==> src/core/monitor2_pkg.sv <==
package monitor2_pkg;
  // Register bus geometry
  localparam int ADDR_W = 12;
  localparam int DATA_W = 32;
  // Register indices; byte address is four times the index
  localparam logic [ADDR_W-1:0] CTRL_IDX = 12'h0f6;
  localparam logic [ADDR_W-1:0] STAT_IDX = 12'h0f7;
  localparam logic [ADDR_W-1:0] CTRL_ADDR = {CTRL_IDX[ADDR_W-3:0], 2'b00};
  localparam logic [ADDR_W-1:0] STAT_ADDR = {STAT_IDX[ADDR_W-3:0], 2'b00};
  // Control field positions and widths
  localparam int PTR_LSB = 0;
  localparam int PTR_W = 14;
  localparam int POL_BIT = 14;
  localparam int FRAC_LSB = 15;
  localparam int EXP_LSB = 19;
  localparam int GAIN_W = 4;
  localparam int CTRL_W = 23;
  // Control reset values
  localparam logic [PTR_W-1:0] PTR_RST = 14'h0000;
  localparam logic POL_RST = 1'b0;
  localparam logic [GAIN_W-1:0] FRAC_RST = 4'h8;
  localparam logic [GAIN_W-1:0] EXP_RST = 4'h0;
  // Status field positions
  localparam int STAT_SAT_BIT = 16;
  localparam int STAT_ENUM_BIT = 17;
  // Data path widths and scaling
  localparam int VAR_W = 32;
  localparam int WIDE_W = 72;
  localparam int CODE_W = 12;
  localparam int PU_FRAC = 27;
  localparam int FRAC_DEN_SHIFT = 3;
  localparam int ENUM_PU_SHIFT = 5;
  localparam int ENUM_MAX = 31;
  localparam logic [CODE_W-1:0] CODE_MAX = 12'hfff;
  localparam logic [CODE_W-1:0] CODE_MID = 12'h800;
  localparam logic [CODE_W-1:0] CODE_RST = 12'h800;

  typedef struct packed {
    logic [GAIN_W-1:0] exp_gain;
    logic [GAIN_W-1:0] frac_gain;
    logic polarity;
    logic [PTR_W-1:0] pointer;
  } ctrl_t;

  typedef struct packed {
    logic enum_mode;
    logic saturated;
    logic [CODE_W-1:0] code;
  } stat_t;
endpackage : monitor2_pkg

==> src/core/dac_monitor_channel_two.sv <==
// Function
// - A 14-bit read-write pointer in control bits 13:0 picks the algorithm variable shown on output two.
// - A nonzero fraction gain N in bits 18:15 scales the variable by N/8, and it resets to 8 for unity gain.
// - A zero fraction gain makes the variable an enumerated value with maximum 31 instead of a per-unit value.
// - The variable is scaled by two to the power of the exponent gain in bits 22:19 only while fraction is zero.
// - With polarity bit 14 set, zero per-unit gives 0 V and one per-unit gives 3 V with no offset.
// - With polarity bit 14 clear, its reset value, minus one per-unit gives 0 V, plus one gives full scale, zero 1.5 V.
module dac_monitor_channel_two (
  // Clock and reset
  input wire logic clk,
  input wire logic rst_n,
  // Register port
  input wire logic [monitor2_pkg::ADDR_W-1:0] reg_addr,
  input wire logic [monitor2_pkg::DATA_W-1:0] reg_wdata,
  input wire logic reg_wr,
  input wire logic reg_rd,
  output logic [monitor2_pkg::DATA_W-1:0] reg_rdata,
  // Algorithm variable fetch
  output logic [monitor2_pkg::PTR_W-1:0] var_pointer,
  input wire logic [monitor2_pkg::VAR_W-1:0] var_data,
  input wire logic var_valid,
  // Converter code
  output logic [monitor2_pkg::CODE_W-1:0] dac_code,
  output logic dac_update
);

  monitor2_pkg::ctrl_t ctrl_r;
  monitor2_pkg::stat_t stat_r;
  logic [monitor2_pkg::DATA_W-1:0] rdata_r;
  logic [monitor2_pkg::CODE_W-1:0] code_r;
  logic update_r;
  logic signed [monitor2_pkg::WIDE_W-1:0] scaled_r;
  logic scaled_vld_r;
  logic enum_mode_r;
  logic polarity_s_r;

  logic signed [monitor2_pkg::WIDE_W-1:0] var_wide;
  logic signed [monitor2_pkg::WIDE_W-1:0] frac_prod;
  logic signed [monitor2_pkg::WIDE_W-1:0] scaled_nxt;
  logic signed [monitor2_pkg::WIDE_W-1:0] pre_code;
  logic [monitor2_pkg::CODE_W-1:0] code_nxt;
  logic sat_nxt;
  logic [monitor2_pkg::DATA_W-1:0] rdata_nxt;

  // Control register write
  always_ff @(posedge clk or negedge rst_n)
  begin
    if (!rst_n)
    begin
      ctrl_r.pointer <= monitor2_pkg::PTR_RST;
      ctrl_r.polarity <= monitor2_pkg::POL_RST;
      ctrl_r.frac_gain <= monitor2_pkg::FRAC_RST;
      ctrl_r.exp_gain <= monitor2_pkg::EXP_RST;
    end
    else if (reg_wr && reg_addr == monitor2_pkg::CTRL_ADDR)
    begin
      ctrl_r <= reg_wdata[monitor2_pkg::CTRL_W-1:0];
    end
  end

  // Register read, data valid in the following cycle only
  always_comb
  begin
    rdata_nxt = '0;
    if (reg_rd && reg_addr == monitor2_pkg::CTRL_ADDR)
    begin
      // Gain and polarity fields are write-only and read as zero
      rdata_nxt[monitor2_pkg::PTR_LSB +: monitor2_pkg::PTR_W] = ctrl_r.pointer;
    end
    else if (reg_rd && reg_addr == monitor2_pkg::STAT_ADDR)
    begin
      rdata_nxt[monitor2_pkg::CODE_W-1:0] = stat_r.code;
      rdata_nxt[monitor2_pkg::STAT_SAT_BIT] = stat_r.saturated;
      rdata_nxt[monitor2_pkg::STAT_ENUM_BIT] = stat_r.enum_mode;
    end
  end

  always_ff @(posedge clk or negedge rst_n)
  begin
    if (!rst_n)
    begin
      rdata_r <= '0;
    end
    else
    begin
      rdata_r <= rdata_nxt;
    end
  end

  // Gain stage
  always_comb
  begin
    var_wide = {{(monitor2_pkg::WIDE_W-monitor2_pkg::VAR_W){var_data[monitor2_pkg::VAR_W-1]}}, var_data};
    frac_prod = var_wide * $signed({1'b0, ctrl_r.frac_gain});
    if (ctrl_r.frac_gain != '0)
    begin
      scaled_nxt = frac_prod >>> monitor2_pkg::FRAC_DEN_SHIFT;
    end
    else
    begin
      // Enumerated value: 32 counts stand for one per-unit, so 31 sits just below full scale
      scaled_nxt = var_wide <<< (monitor2_pkg::PU_FRAC - monitor2_pkg::ENUM_PU_SHIFT);
      scaled_nxt = scaled_nxt <<< ctrl_r.exp_gain;
    end
  end

  always_ff @(posedge clk or negedge rst_n)
  begin
    if (!rst_n)
    begin
      scaled_r <= '0;
      scaled_vld_r <= 1'b0;
      enum_mode_r <= 1'b0;
      polarity_s_r <= monitor2_pkg::POL_RST;
    end
    else
    begin
      scaled_vld_r <= var_valid;
      if (var_valid)
      begin
        scaled_r <= scaled_nxt;
        enum_mode_r <= (ctrl_r.frac_gain == '0);
        polarity_s_r <= ctrl_r.polarity;
      end
    end
  end

  // Output mapping and saturation
  always_comb
  begin
    if (polarity_s_r)
    begin
      pre_code = scaled_r >>> (monitor2_pkg::PU_FRAC - monitor2_pkg::CODE_W);
    end
    else
    begin
      pre_code = (scaled_r >>> (monitor2_pkg::PU_FRAC + 1 - monitor2_pkg::CODE_W))
        + $signed({{(monitor2_pkg::WIDE_W-monitor2_pkg::CODE_W){1'b0}}, monitor2_pkg::CODE_MID});
    end
    sat_nxt = 1'b1;
    if (pre_code < 0)
    begin
      code_nxt = '0;
    end
    else if (pre_code > $signed({{(monitor2_pkg::WIDE_W-monitor2_pkg::CODE_W){1'b0}}, monitor2_pkg::CODE_MAX}))
    begin
      code_nxt = monitor2_pkg::CODE_MAX;
    end
    else
    begin
      code_nxt = pre_code[monitor2_pkg::CODE_W-1:0];
      sat_nxt = 1'b0;
    end
  end

  always_ff @(posedge clk or negedge rst_n)
  begin
    if (!rst_n)
    begin
      code_r <= monitor2_pkg::CODE_RST;
      update_r <= 1'b0;
    end
    else
    begin
      update_r <= scaled_vld_r;
      if (scaled_vld_r)
      begin
        code_r <= code_nxt;
      end
    end
  end

  // Status capture
  always_ff @(posedge clk or negedge rst_n)
  begin
    if (!rst_n)
    begin
      stat_r <= '{enum_mode: 1'b0, saturated: 1'b0, code: monitor2_pkg::CODE_RST};
    end
    else if (scaled_vld_r)
    begin
      stat_r <= '{enum_mode: enum_mode_r, saturated: sat_nxt, code: code_nxt};
    end
  end

  assign reg_rdata = rdata_r;
  assign var_pointer = ctrl_r.pointer;
  assign dac_code = code_r;
  assign dac_update = update_r;

endmodule : dac_monitor_channel_two

==> config.mk <==
export PLATFORM = sky130hd
export DESIGN_NAME = dac_monitor_channel_two
export DESIGN_NICKNAME = d
export VERILOG_FILES = /design/src/core/monitor2_pkg.sv /design/src/core/dac_monitor_channel_two.sv
export SDC_FILE = /design/constraint.sdc
export NUM_CORES = 1
export LEC_CHECK = 0
export BUFFER_PORTS_ARGS = -buffer_cell sky130_fd_sc_hd__buf_4
export CAP_MARGIN = 20
export CORE_MARGIN = 2
export CORE_UTILIZATION = 40
export DETAILED_ROUTE_END_ITERATION = 10
export PLACE_DENSITY = 0.64
export SYNTH_ARGS = -nofsm -noshare
export SYNTH_HDL_FRONTEND = slang
export SYNTH_SLANG_ARGS = --single-unit
==> constraint.sdc <==
create_clock -name clk -period 5.4 [get_ports clk]
set_input_delay 0.27 -clock clk [delete_from_list [all_inputs] [get_ports clk]]
set_output_delay 0.27 -clock clk [all_outputs]
set_load 0.02 [all_outputs]
# Word level (Yosys, flattened, before mapping)
# Cells that the tools add are included.
# totals
register_bits	129
wordCells	36
# op_classes
add_sub_neg	1
n_mul	1
n_lt_le_gt_ge	2
n_eq_ne	2
shifts	1
muxes	11
reduce_logical	5
# ops
cell	count
two-way mux 72 bit	2
greater-than comparator 72 x 13 -> 1 bit (second input constant)	1
< comparator 72 x 1 -> 1 bit (second input constant)	1
<<< shifter 54 x 4 -> 72 bit	1
adder 56 x 13 -> 57 bit (second input constant)	1
two-way mux 12 bit	4
multiplier 32 x 5 -> 37 bit	1
equality test 12 x 10 -> 1 bit (second input constant)	2
two-way mux 2 bit	3
zero test 4 bit	1
nonzero test 4 bit	1
logical AND 1 bit	3
two-way mux 1 bit	2

# Depth between registers and ports, before layout
# Gate-level depths: netlist of run 1.
# logic_depth
depth_word	5
ltp_mapped	18
depth_no_buf	16

# Least setup slack after synthesis of run 1
# OpenSTA, ideal clock, no wires.
# synth_path
path_kind	register -> register
start	register ctrl_r[18] in the netlist's numbering
end	register scaled_r[37] in the netlist's numbering
setup_ps	146
arrival_ps	4788
required_ps	5254
slack_ps	466
path_stages_with_launch	19
path_buffers	2
synth_period_minus_slack_ps	4934
path_cell_list	dfstp_2 clkbuf_1 and2_1 ha_1 fa_1 inv_1 fa_1 inv_1 ha_1 nand4_1 or3_1 a2111o_1 nand4_1 nand2_1 o31ai_2 o41ai_1 mux2i_2 buf_2 o221ai_1
# synth_via
elab_chain_len	2
elab_cells_between_ends	3
classes_between	1 x mul; 1 x mux; 1 x reduce/logical
# synth_rtl
element	line	text
start: declaration	dac_monitor_channel_two.sv:27	monitor2_pkg::ctrl_t ctrl_r;
start signal: assignment	dac_monitor_channel_two.sv:57	ctrl_r <= reg_wdata[monitor2_pkg::CTRL_W-1:0];
multiplier 32 x 5 -> 37 bit / nonzero test 4 bit (equally long branches)	dac_monitor_channel_two.sv:94, dac_monitor_channel_two.sv:95	
two-way mux 72 bit (*)	dac_monitor_channel_two.sv:95	if (ctrl_r.frac_gain != '0)
end signal: assignment	dac_monitor_channel_two.sv:121	scaled_r <= scaled_nxt;
end: declaration	dac_monitor_channel_two.sv:32	logic signed [monitor2_pkg::WIDE_W-1:0] scaled_r;
# Mark *: on every way between the ends. The rest lies on a longest branch, timed or not.
# A chain may end at the register's enable or synchronous reset.

# Final worst setup path of run 1
# layout_path
start	register ctrl_r[18] in the netlist's numbering
end	register scaled_r[49] in the netlist's numbering
# Same word-level chain as after synthesis.

==> impl_metrics.ini, run 1 <==
[outcome]
status = complete, no violations

[floorplan]
dieHeight_um = 175
die_w_um = 175
coreArea_mm2 = 0.0287
pin_count = 140
start_util_pct = 40.6
dieArea_mm2 = 0.0305
num_rows = 62

[synth]
netlist_area_mm2 = 0.0117
synth_flop_cell = dfrtp_1
synth-edff-count = 0
postSynthCellCount = 1331
yosysUniqueCellTypes = 80
synth-seq-cells = 111
yosys_warnings = 0
syn_area_per_cell_um2 = 8.76
synth_async_sr_flop_share_pct = 100
ys_seq_area_share_pct = 23.9

[worst_setup_path]
startpoint_type = register
cp.arrival_ns = 5.35
end_kind = register
cp_max_fo = 36
path_class = reg -> reg
required_ns = 5.59

[clock_tree]
root_buffer = clkbuf_16
cts_made_buffers = 9
clock_path_buffers = 2
clkLatencyLatePin_ns = 0.36
clk_pin_slew_ns = 0.08
cts_tree = done
htree_levels = 3
cts.sinks = 111

[layout]
drive_gt1_share_pct = 16.3
area.growth.synth_to_final_pct = 10.7
layout_common_cells = inv_1 (141), buf_4 (131), nand2_1 (124), dfrtp_1 (108), and2_1 (105)
final_common_cell = inv_1
fill_cells = 2863
stdcell_area_mm2 = 0.0129
nNetsFinal = 1595

[drt]
met2_length_mm = 14.2
drt-pass1-iter-count = 5
route.detailed.drc = 0
vias = 9633
maxUsedRoutingLayer = met5
wl_met3_mm = 1.31
routed_wirelength_mm = 30.0
drtIter0Drc = 588
antenna_left = 0
wl_met1_mm = 14.1
wl_per_cell_um = 17.0
routed_via_density = 5.45

[grt]
grt_use_total_pct = 19.8
grt_max_degree = 70
grt_antenna_before_repair = 3
grt_pass1_wl_mm = 49.2
grt_pass1_vias = 9543
overflow = 0

[power]
power.switching_uw = 609
comb_power_share_pct = 18.2
peakVddDrop_mv = 0.128
powerDensity_mw_per_mm2 = 151
switching_share_pct = 31.2
p_clk_share_pct = 33.5
seqPwrFrac_pct = 48.3
internal-power_uw = 1350
p_leak_uw = 0.00623

[place]
gp_congestion = 0.944
dp_hpwl_mm = 23.2
placed_area_mm2 = 0.0126
io_buffers = 114
dp_slack_ns = 0.138

[timing]
skew_ns = 0.0129
slew_headroom_pct = 29.8
tightest_slew_ns = 1.05
hold_viol_final = 0
report.final.slew_viol_count = 0
fin_ws_ns = 0.242
finalSetupViolCount = 0
fin_crit_sh_pct = 95.5
clock.fmax_mhz = 194
fin_crit_ns = 5.16

[run]
maxCapViolCount = 0

[min_path]
hold_path.class = in -> reg
==> final cells by class <==
type                       instances  area [um2]  area share, %
antenna                            1        2.50         0.0194
tap                              384         480           3.72
sequential                       111        2790           21.6
clock buffer                      10         229           1.77
clock inverter                     6        52.6          0.407
multi-input combinational        981        7810           60.5
inverter                         142         533           4.13
timing repair buffer             133        1010           7.85
==> layer usage <==
metal	global-route usage, %	vias to the layer above
met4	5.00	2
li1	-	4648
met5	0	-
met3	2.59	29
met1	27.6	4755
met2	32.7	199
==> cell families after synthesis <==
family | synth area share, %
other cells | 0.0322
xor+xnor | 2.25
mux | 10.7
fa+ha+maj | 18.7
buf+inv | 9.76
flops | 23.9
compound gates | 15.0
simple gates | 19.7
==> state kept, by name (all words and copies together), names as in the netlist, 2 cells and up <==
register / flops
scaled_r: 54
reg_rdata: 16
var_pointer: 14
dac_code: 12
ctrl_r: 9
stat_r: 2
==> synth_stat cells (18+ instances only) <==
master    instances  share of area (%)
ha_1             72                7.7
o21ai_0          51                2.2
mux2_2           34                3.3
buf_4            42                2.7
clkbuf_1         52                1.7
nor2_1           78                2.5
fa_1             64                 11
a21oi_1          74                3.2
and2_1          105                5.6
inv_1           141                4.5
o221ai_1         23                1.7
nand3_1          29                1.2
dfrtp_1         109                 23
xnor2_1          18                1.4
nand2_1         124                4.0
mux2i_1          51                4.4
==> path summary, 6_finish.rpt <==
check / from / to / slack, ns / depth (start not counted)
min reg2reg: stat_r[12] / stat_r[12] / 0.49 / 2
max in group asynchronous: rst_n / ctrl_r[17] / 3.63 / 3
max: ctrl_r[18] / scaled_r[49] / 0.24 / 18
max reg2reg: ctrl_r[18] / scaled_r[49] / 0.24 / 18
min in group asynchronous: rst_n / var_pointer[1] / 0.45 / 2
min: reg_wdata[13] / var_pointer[13] / 0.13 / 2
==> what timing repair did <==
item | 4_1_cts | 5_1_grt
hold endpoints to repair | 42 | 0
buffers inserted | 0 | 1
endpoints found under the setup margin | 0 | 38
gates resized for setup | 0 | 4
hold buffers | 1 | 0
==> power by group through the flow <==
stage	logic, uW	registers, uW	clock network (uW)
2_1_floorplan	243	929	0
3_5_place_dp	354	959	0
5_1_grt	394	952	698
3_3_place_gp	351	957	0
4_1_cts	356	943	663
6_report	356	944	654
==> stage by stage <==
step | instances | total power, uW | hold slack (ns) | setup TNS (ns) | utilization, %
6_report | 1768 | 1950 | 0.135 | 0 | 45.0
3_3_place_gp | 1749 | 1310 | 0.303 | 0 | 43.8
5_1_grt | 1767 | 2040 | 0.122 | -0.00977 | 45.0
2_1_floorplan | 1346 | 1170 | -0.0256 | 0 | -
3_5_place_dp | 1749 | 1310 | 0.309 | 0 | 43.8
4_1_cts | 1766 | 1960 | 0.125 | 0 | 44.9
==> worst max-delay path, stage by stage, from the launching register on <==
cell and delay (ns):
dfstp_4 0.70, buf_4 0.22, and2_1 0.14, ha_1 0.24
fa_1 0.54, inv_1 0.05, fa_1 0.52, inv_1 0.04
ha_1 0.28, nand4_1 0.10, or3_1 0.33, a2111o_1 0.41
nand4_1 0.17, nand2_1 0.17, o31ai_4 0.33, o41ai_2 0.11
mux2i_2 0.23, buf_12 0.23, o221ai_1 0.14
Power figures use the tool's default switching activity.
==> inputs of run 2 (changes only) <==
--- a/config.mk
+++ b/config.mk
@@ -10,7 +10,7 @@
 export CORE_MARGIN = 2
 export CORE_UTILIZATION = 40
 export DETAILED_ROUTE_END_ITERATION = 10
-export PLACE_DENSITY = 0.64
+export PLACE_DENSITY = 0.67
 export SYNTH_ARGS = -nofsm -noshare
 export SYNTH_HDL_FRONTEND = slang
 export SYNTH_SLANG_ARGS = --single-unit
==> constraint.sdc (replaced) <==
create_clock -name clk -period 4.45 [get_ports clk]
set_input_delay 0.2225 -clock clk [delete_from_list [all_inputs] [get_ports clk]]
set_output_delay 0.2225 -clock clk [all_outputs]
set_load 0.02 [all_outputs]
==> run 2 against run 1 <==
- the run now ends with setup timing left
- worst setup slack worse by 0.53 ns
- wire length up 7.1%
- largest power group unchanged
- final area up 9.9%
==> impl_metrics.ini, run 2 (synthesized netlist as in run 1, its figures left out) <==
[drt]
routed_wirelength_mm = 32.1
drt-pass1-iter-count = 5
wl_per_cell_um = 17.4
route.detailed.drc = 0
antenna_left = 0
vias = 10200
drtIter0Drc = 843
routed_via_density = 5.51

[worst_setup_path]
startpoint_type = register
r2r-start = ctrl_r[18]
cp.arrival_ns = 4.95
r2r_end = scaled_r[33]
ff2ff_setup_slack_ns = -0.29
crit_start = ctrl_r[18]
r2r_cells = 19
crit_chain = buf_12 > buf_12 > and2_1 > ha_1 > fa_1 > inv_1 > fa_1 > inv_1 > ha_4 > a21oi_1 > o21ai_1 > o32a_1 > nand2_2 > o31ai_4 > o41ai_4 > mux2i_4 > buf_12 > buf_12 > o221ai_1
path_class = reg -> reg
slowest_stage = dfstp_2
crit_path_end = scaled_r[33]
required_ns = 4.67
cp_max_fo = 13
cpPeakStageDelay_ns = 0.62
path_common_cell = buf_12
end_kind = register

[clock_tree]
clkLatencyLatePin_ns = 0.36
cts_tree = done
clk_pin_slew_ns = 0.08
htree_levels = 3
clock_path_buffers = 2
cts.sinks = 111
cts_made_buffers = 9
root_buffer = clkbuf_16

[timing]
rsz0062_at_grt = yes
fin_ws_ns = -0.286
clock.fmax_mhz = 211
report.final.slew_viol_count = 0
fin_crit_sh_pct = 106
finalSetupViolCount = 42
slew_headroom_pct = 36.5
hold_ws_ns = 0.0234
fin_crit_ns = 4.74
hold_viol_final = 0
skew_ns = 0.0126
tightest_slew_ns = 0.953

[power]
peakVddDrop_mv = 0.171
internal-power_uw = 1650
powerDensity_mw_per_mm2 = 170
power.switching_uw = 764
seqPwrFrac_pct = 47.6
switching_share_pct = 31.6
p_leak_uw = 0.00669
p_clk_share_pct = 33.3
comb_power_share_pct = 19.2

[layout]
area.growth.synth_to_final_pct = 21.7
nNetsFinal = 1673
final_common_cell = buf_4
finalNonFillerCells = 1845
largest_reg_flops = 54
regMostFlops = scaled_r
drive_gt1_share_pct = 26.8
layout_common_cells = buf_4 (199), inv_1 (127), nand2_1 (121), dfrtp_1 (109), and2_1 (97)
n_antenna_cell = 0

[place]
gp_congestion = 0.929
dp.cells = 1816
dp_hpwl_mm = 25.2
io_buffers = 114

[floorplan]
dieArea_mm2 = 0.0305
coreArea_mm2 = 0.0287
num_rows = 62
dieHeight_um = 175
start_util_pct = 40.6
die_w_um = 175
pin_count = 140

[grt]
grt_use_total_pct = 21.1
grt_antenna_before_repair = 0
overflow = 0
grt_max_degree = 78
grt_pass1_wl_mm = 52.5
grt_pass1_vias = 10200

[outcome]
status = finished, violations left
failed_checks = setup timing

[run]
maxCapViolCount = 0

[min_path]
hold_path.class = in -> async
run 2: power groups by stage:
stage               sequential (uW)  combinational, uW  clock [uW]
floorplan                      1130                309           0
global placement               1160                449           0
detailed placement             1170                454           0
CTS                            1150                459         813
global route                   1160                506         851
finish                         1150                462         804
run 2: worst min-delay path by stage:
stage	end	slack, ns	cells after the start
2_1_floorplan	ctrl_r[14]	-0.07	0
3_3_place_gp	dac_update	0.43	1
3_5_place_dp	reg_rdata[11]	0.44	1
4_1_cts	ctrl_r[14]	0.05	1
5_1_grt	var_pointer[5]	0.08	2
6_report	ctrl_r[14]	0.02	1
run 2: stage by stage:
stage / power (uW) / TNS (ns) / setup slack, ns / utilization (%) / cell area (um2)
floorplan: 1440 / -0.711 / -0.0381 / - / 12100
global placement: 1610 / -7.74 / -0.256 / 47.0 / 13500
detailed placement: 1620 / -11.60 / -0.344 / 47.0 / 13500
CTS: 2420 / -8.28 / -0.252 / 48.9 / 14000
global route: 2510 / -18.95 / -0.493 / 49.4 / 14200
finish: 2410 / -9.77 / -0.286 / 49.4 / 14200
run 2: what timing repair did:
item / 4_1_cts / 5_1_grt
pin swaps: 9 / 9
endpoints found under the setup margin: 46 / 49
setup buffers: 8 / 2
resized for setup: 22 / 23
cloned: 2 / 0
hold buffers: 0 / 0
run 2: cell type report:
class / instances / area, um2
clock inverter: 7 / 61.3
fill: 2707 / 14500
multi-input combinational: 981 / 8360
clock buffer: 9 / 225
tap: 384 / 480
inverter: 142 / 533
sequential: 111 / 2780
timing repair buffer: 211 / 1740
run 2: critical path, delay by kind of cell (launching register included):
kind | cells | cell delay, ns
flops | 1 | 0.62
compound gates | 6 | 1.15
buf+inv | 6 | 0.67
fa+ha+maj | 4 | 1.55
simple gates | 2 | 0.24
mux | 1 | 0.35
run 2: layer usage:
layer	part of all wire (%)	vias to the layer above	wire (um)	GRT usage, %
li1	-	4788	-	-
met1	45	5022	14600	28.8
met2	48	304	15300	35.7
met3	4.6	58	1470	2.26
met4	2.3	0	733	5.90
met5	0	-	0	0
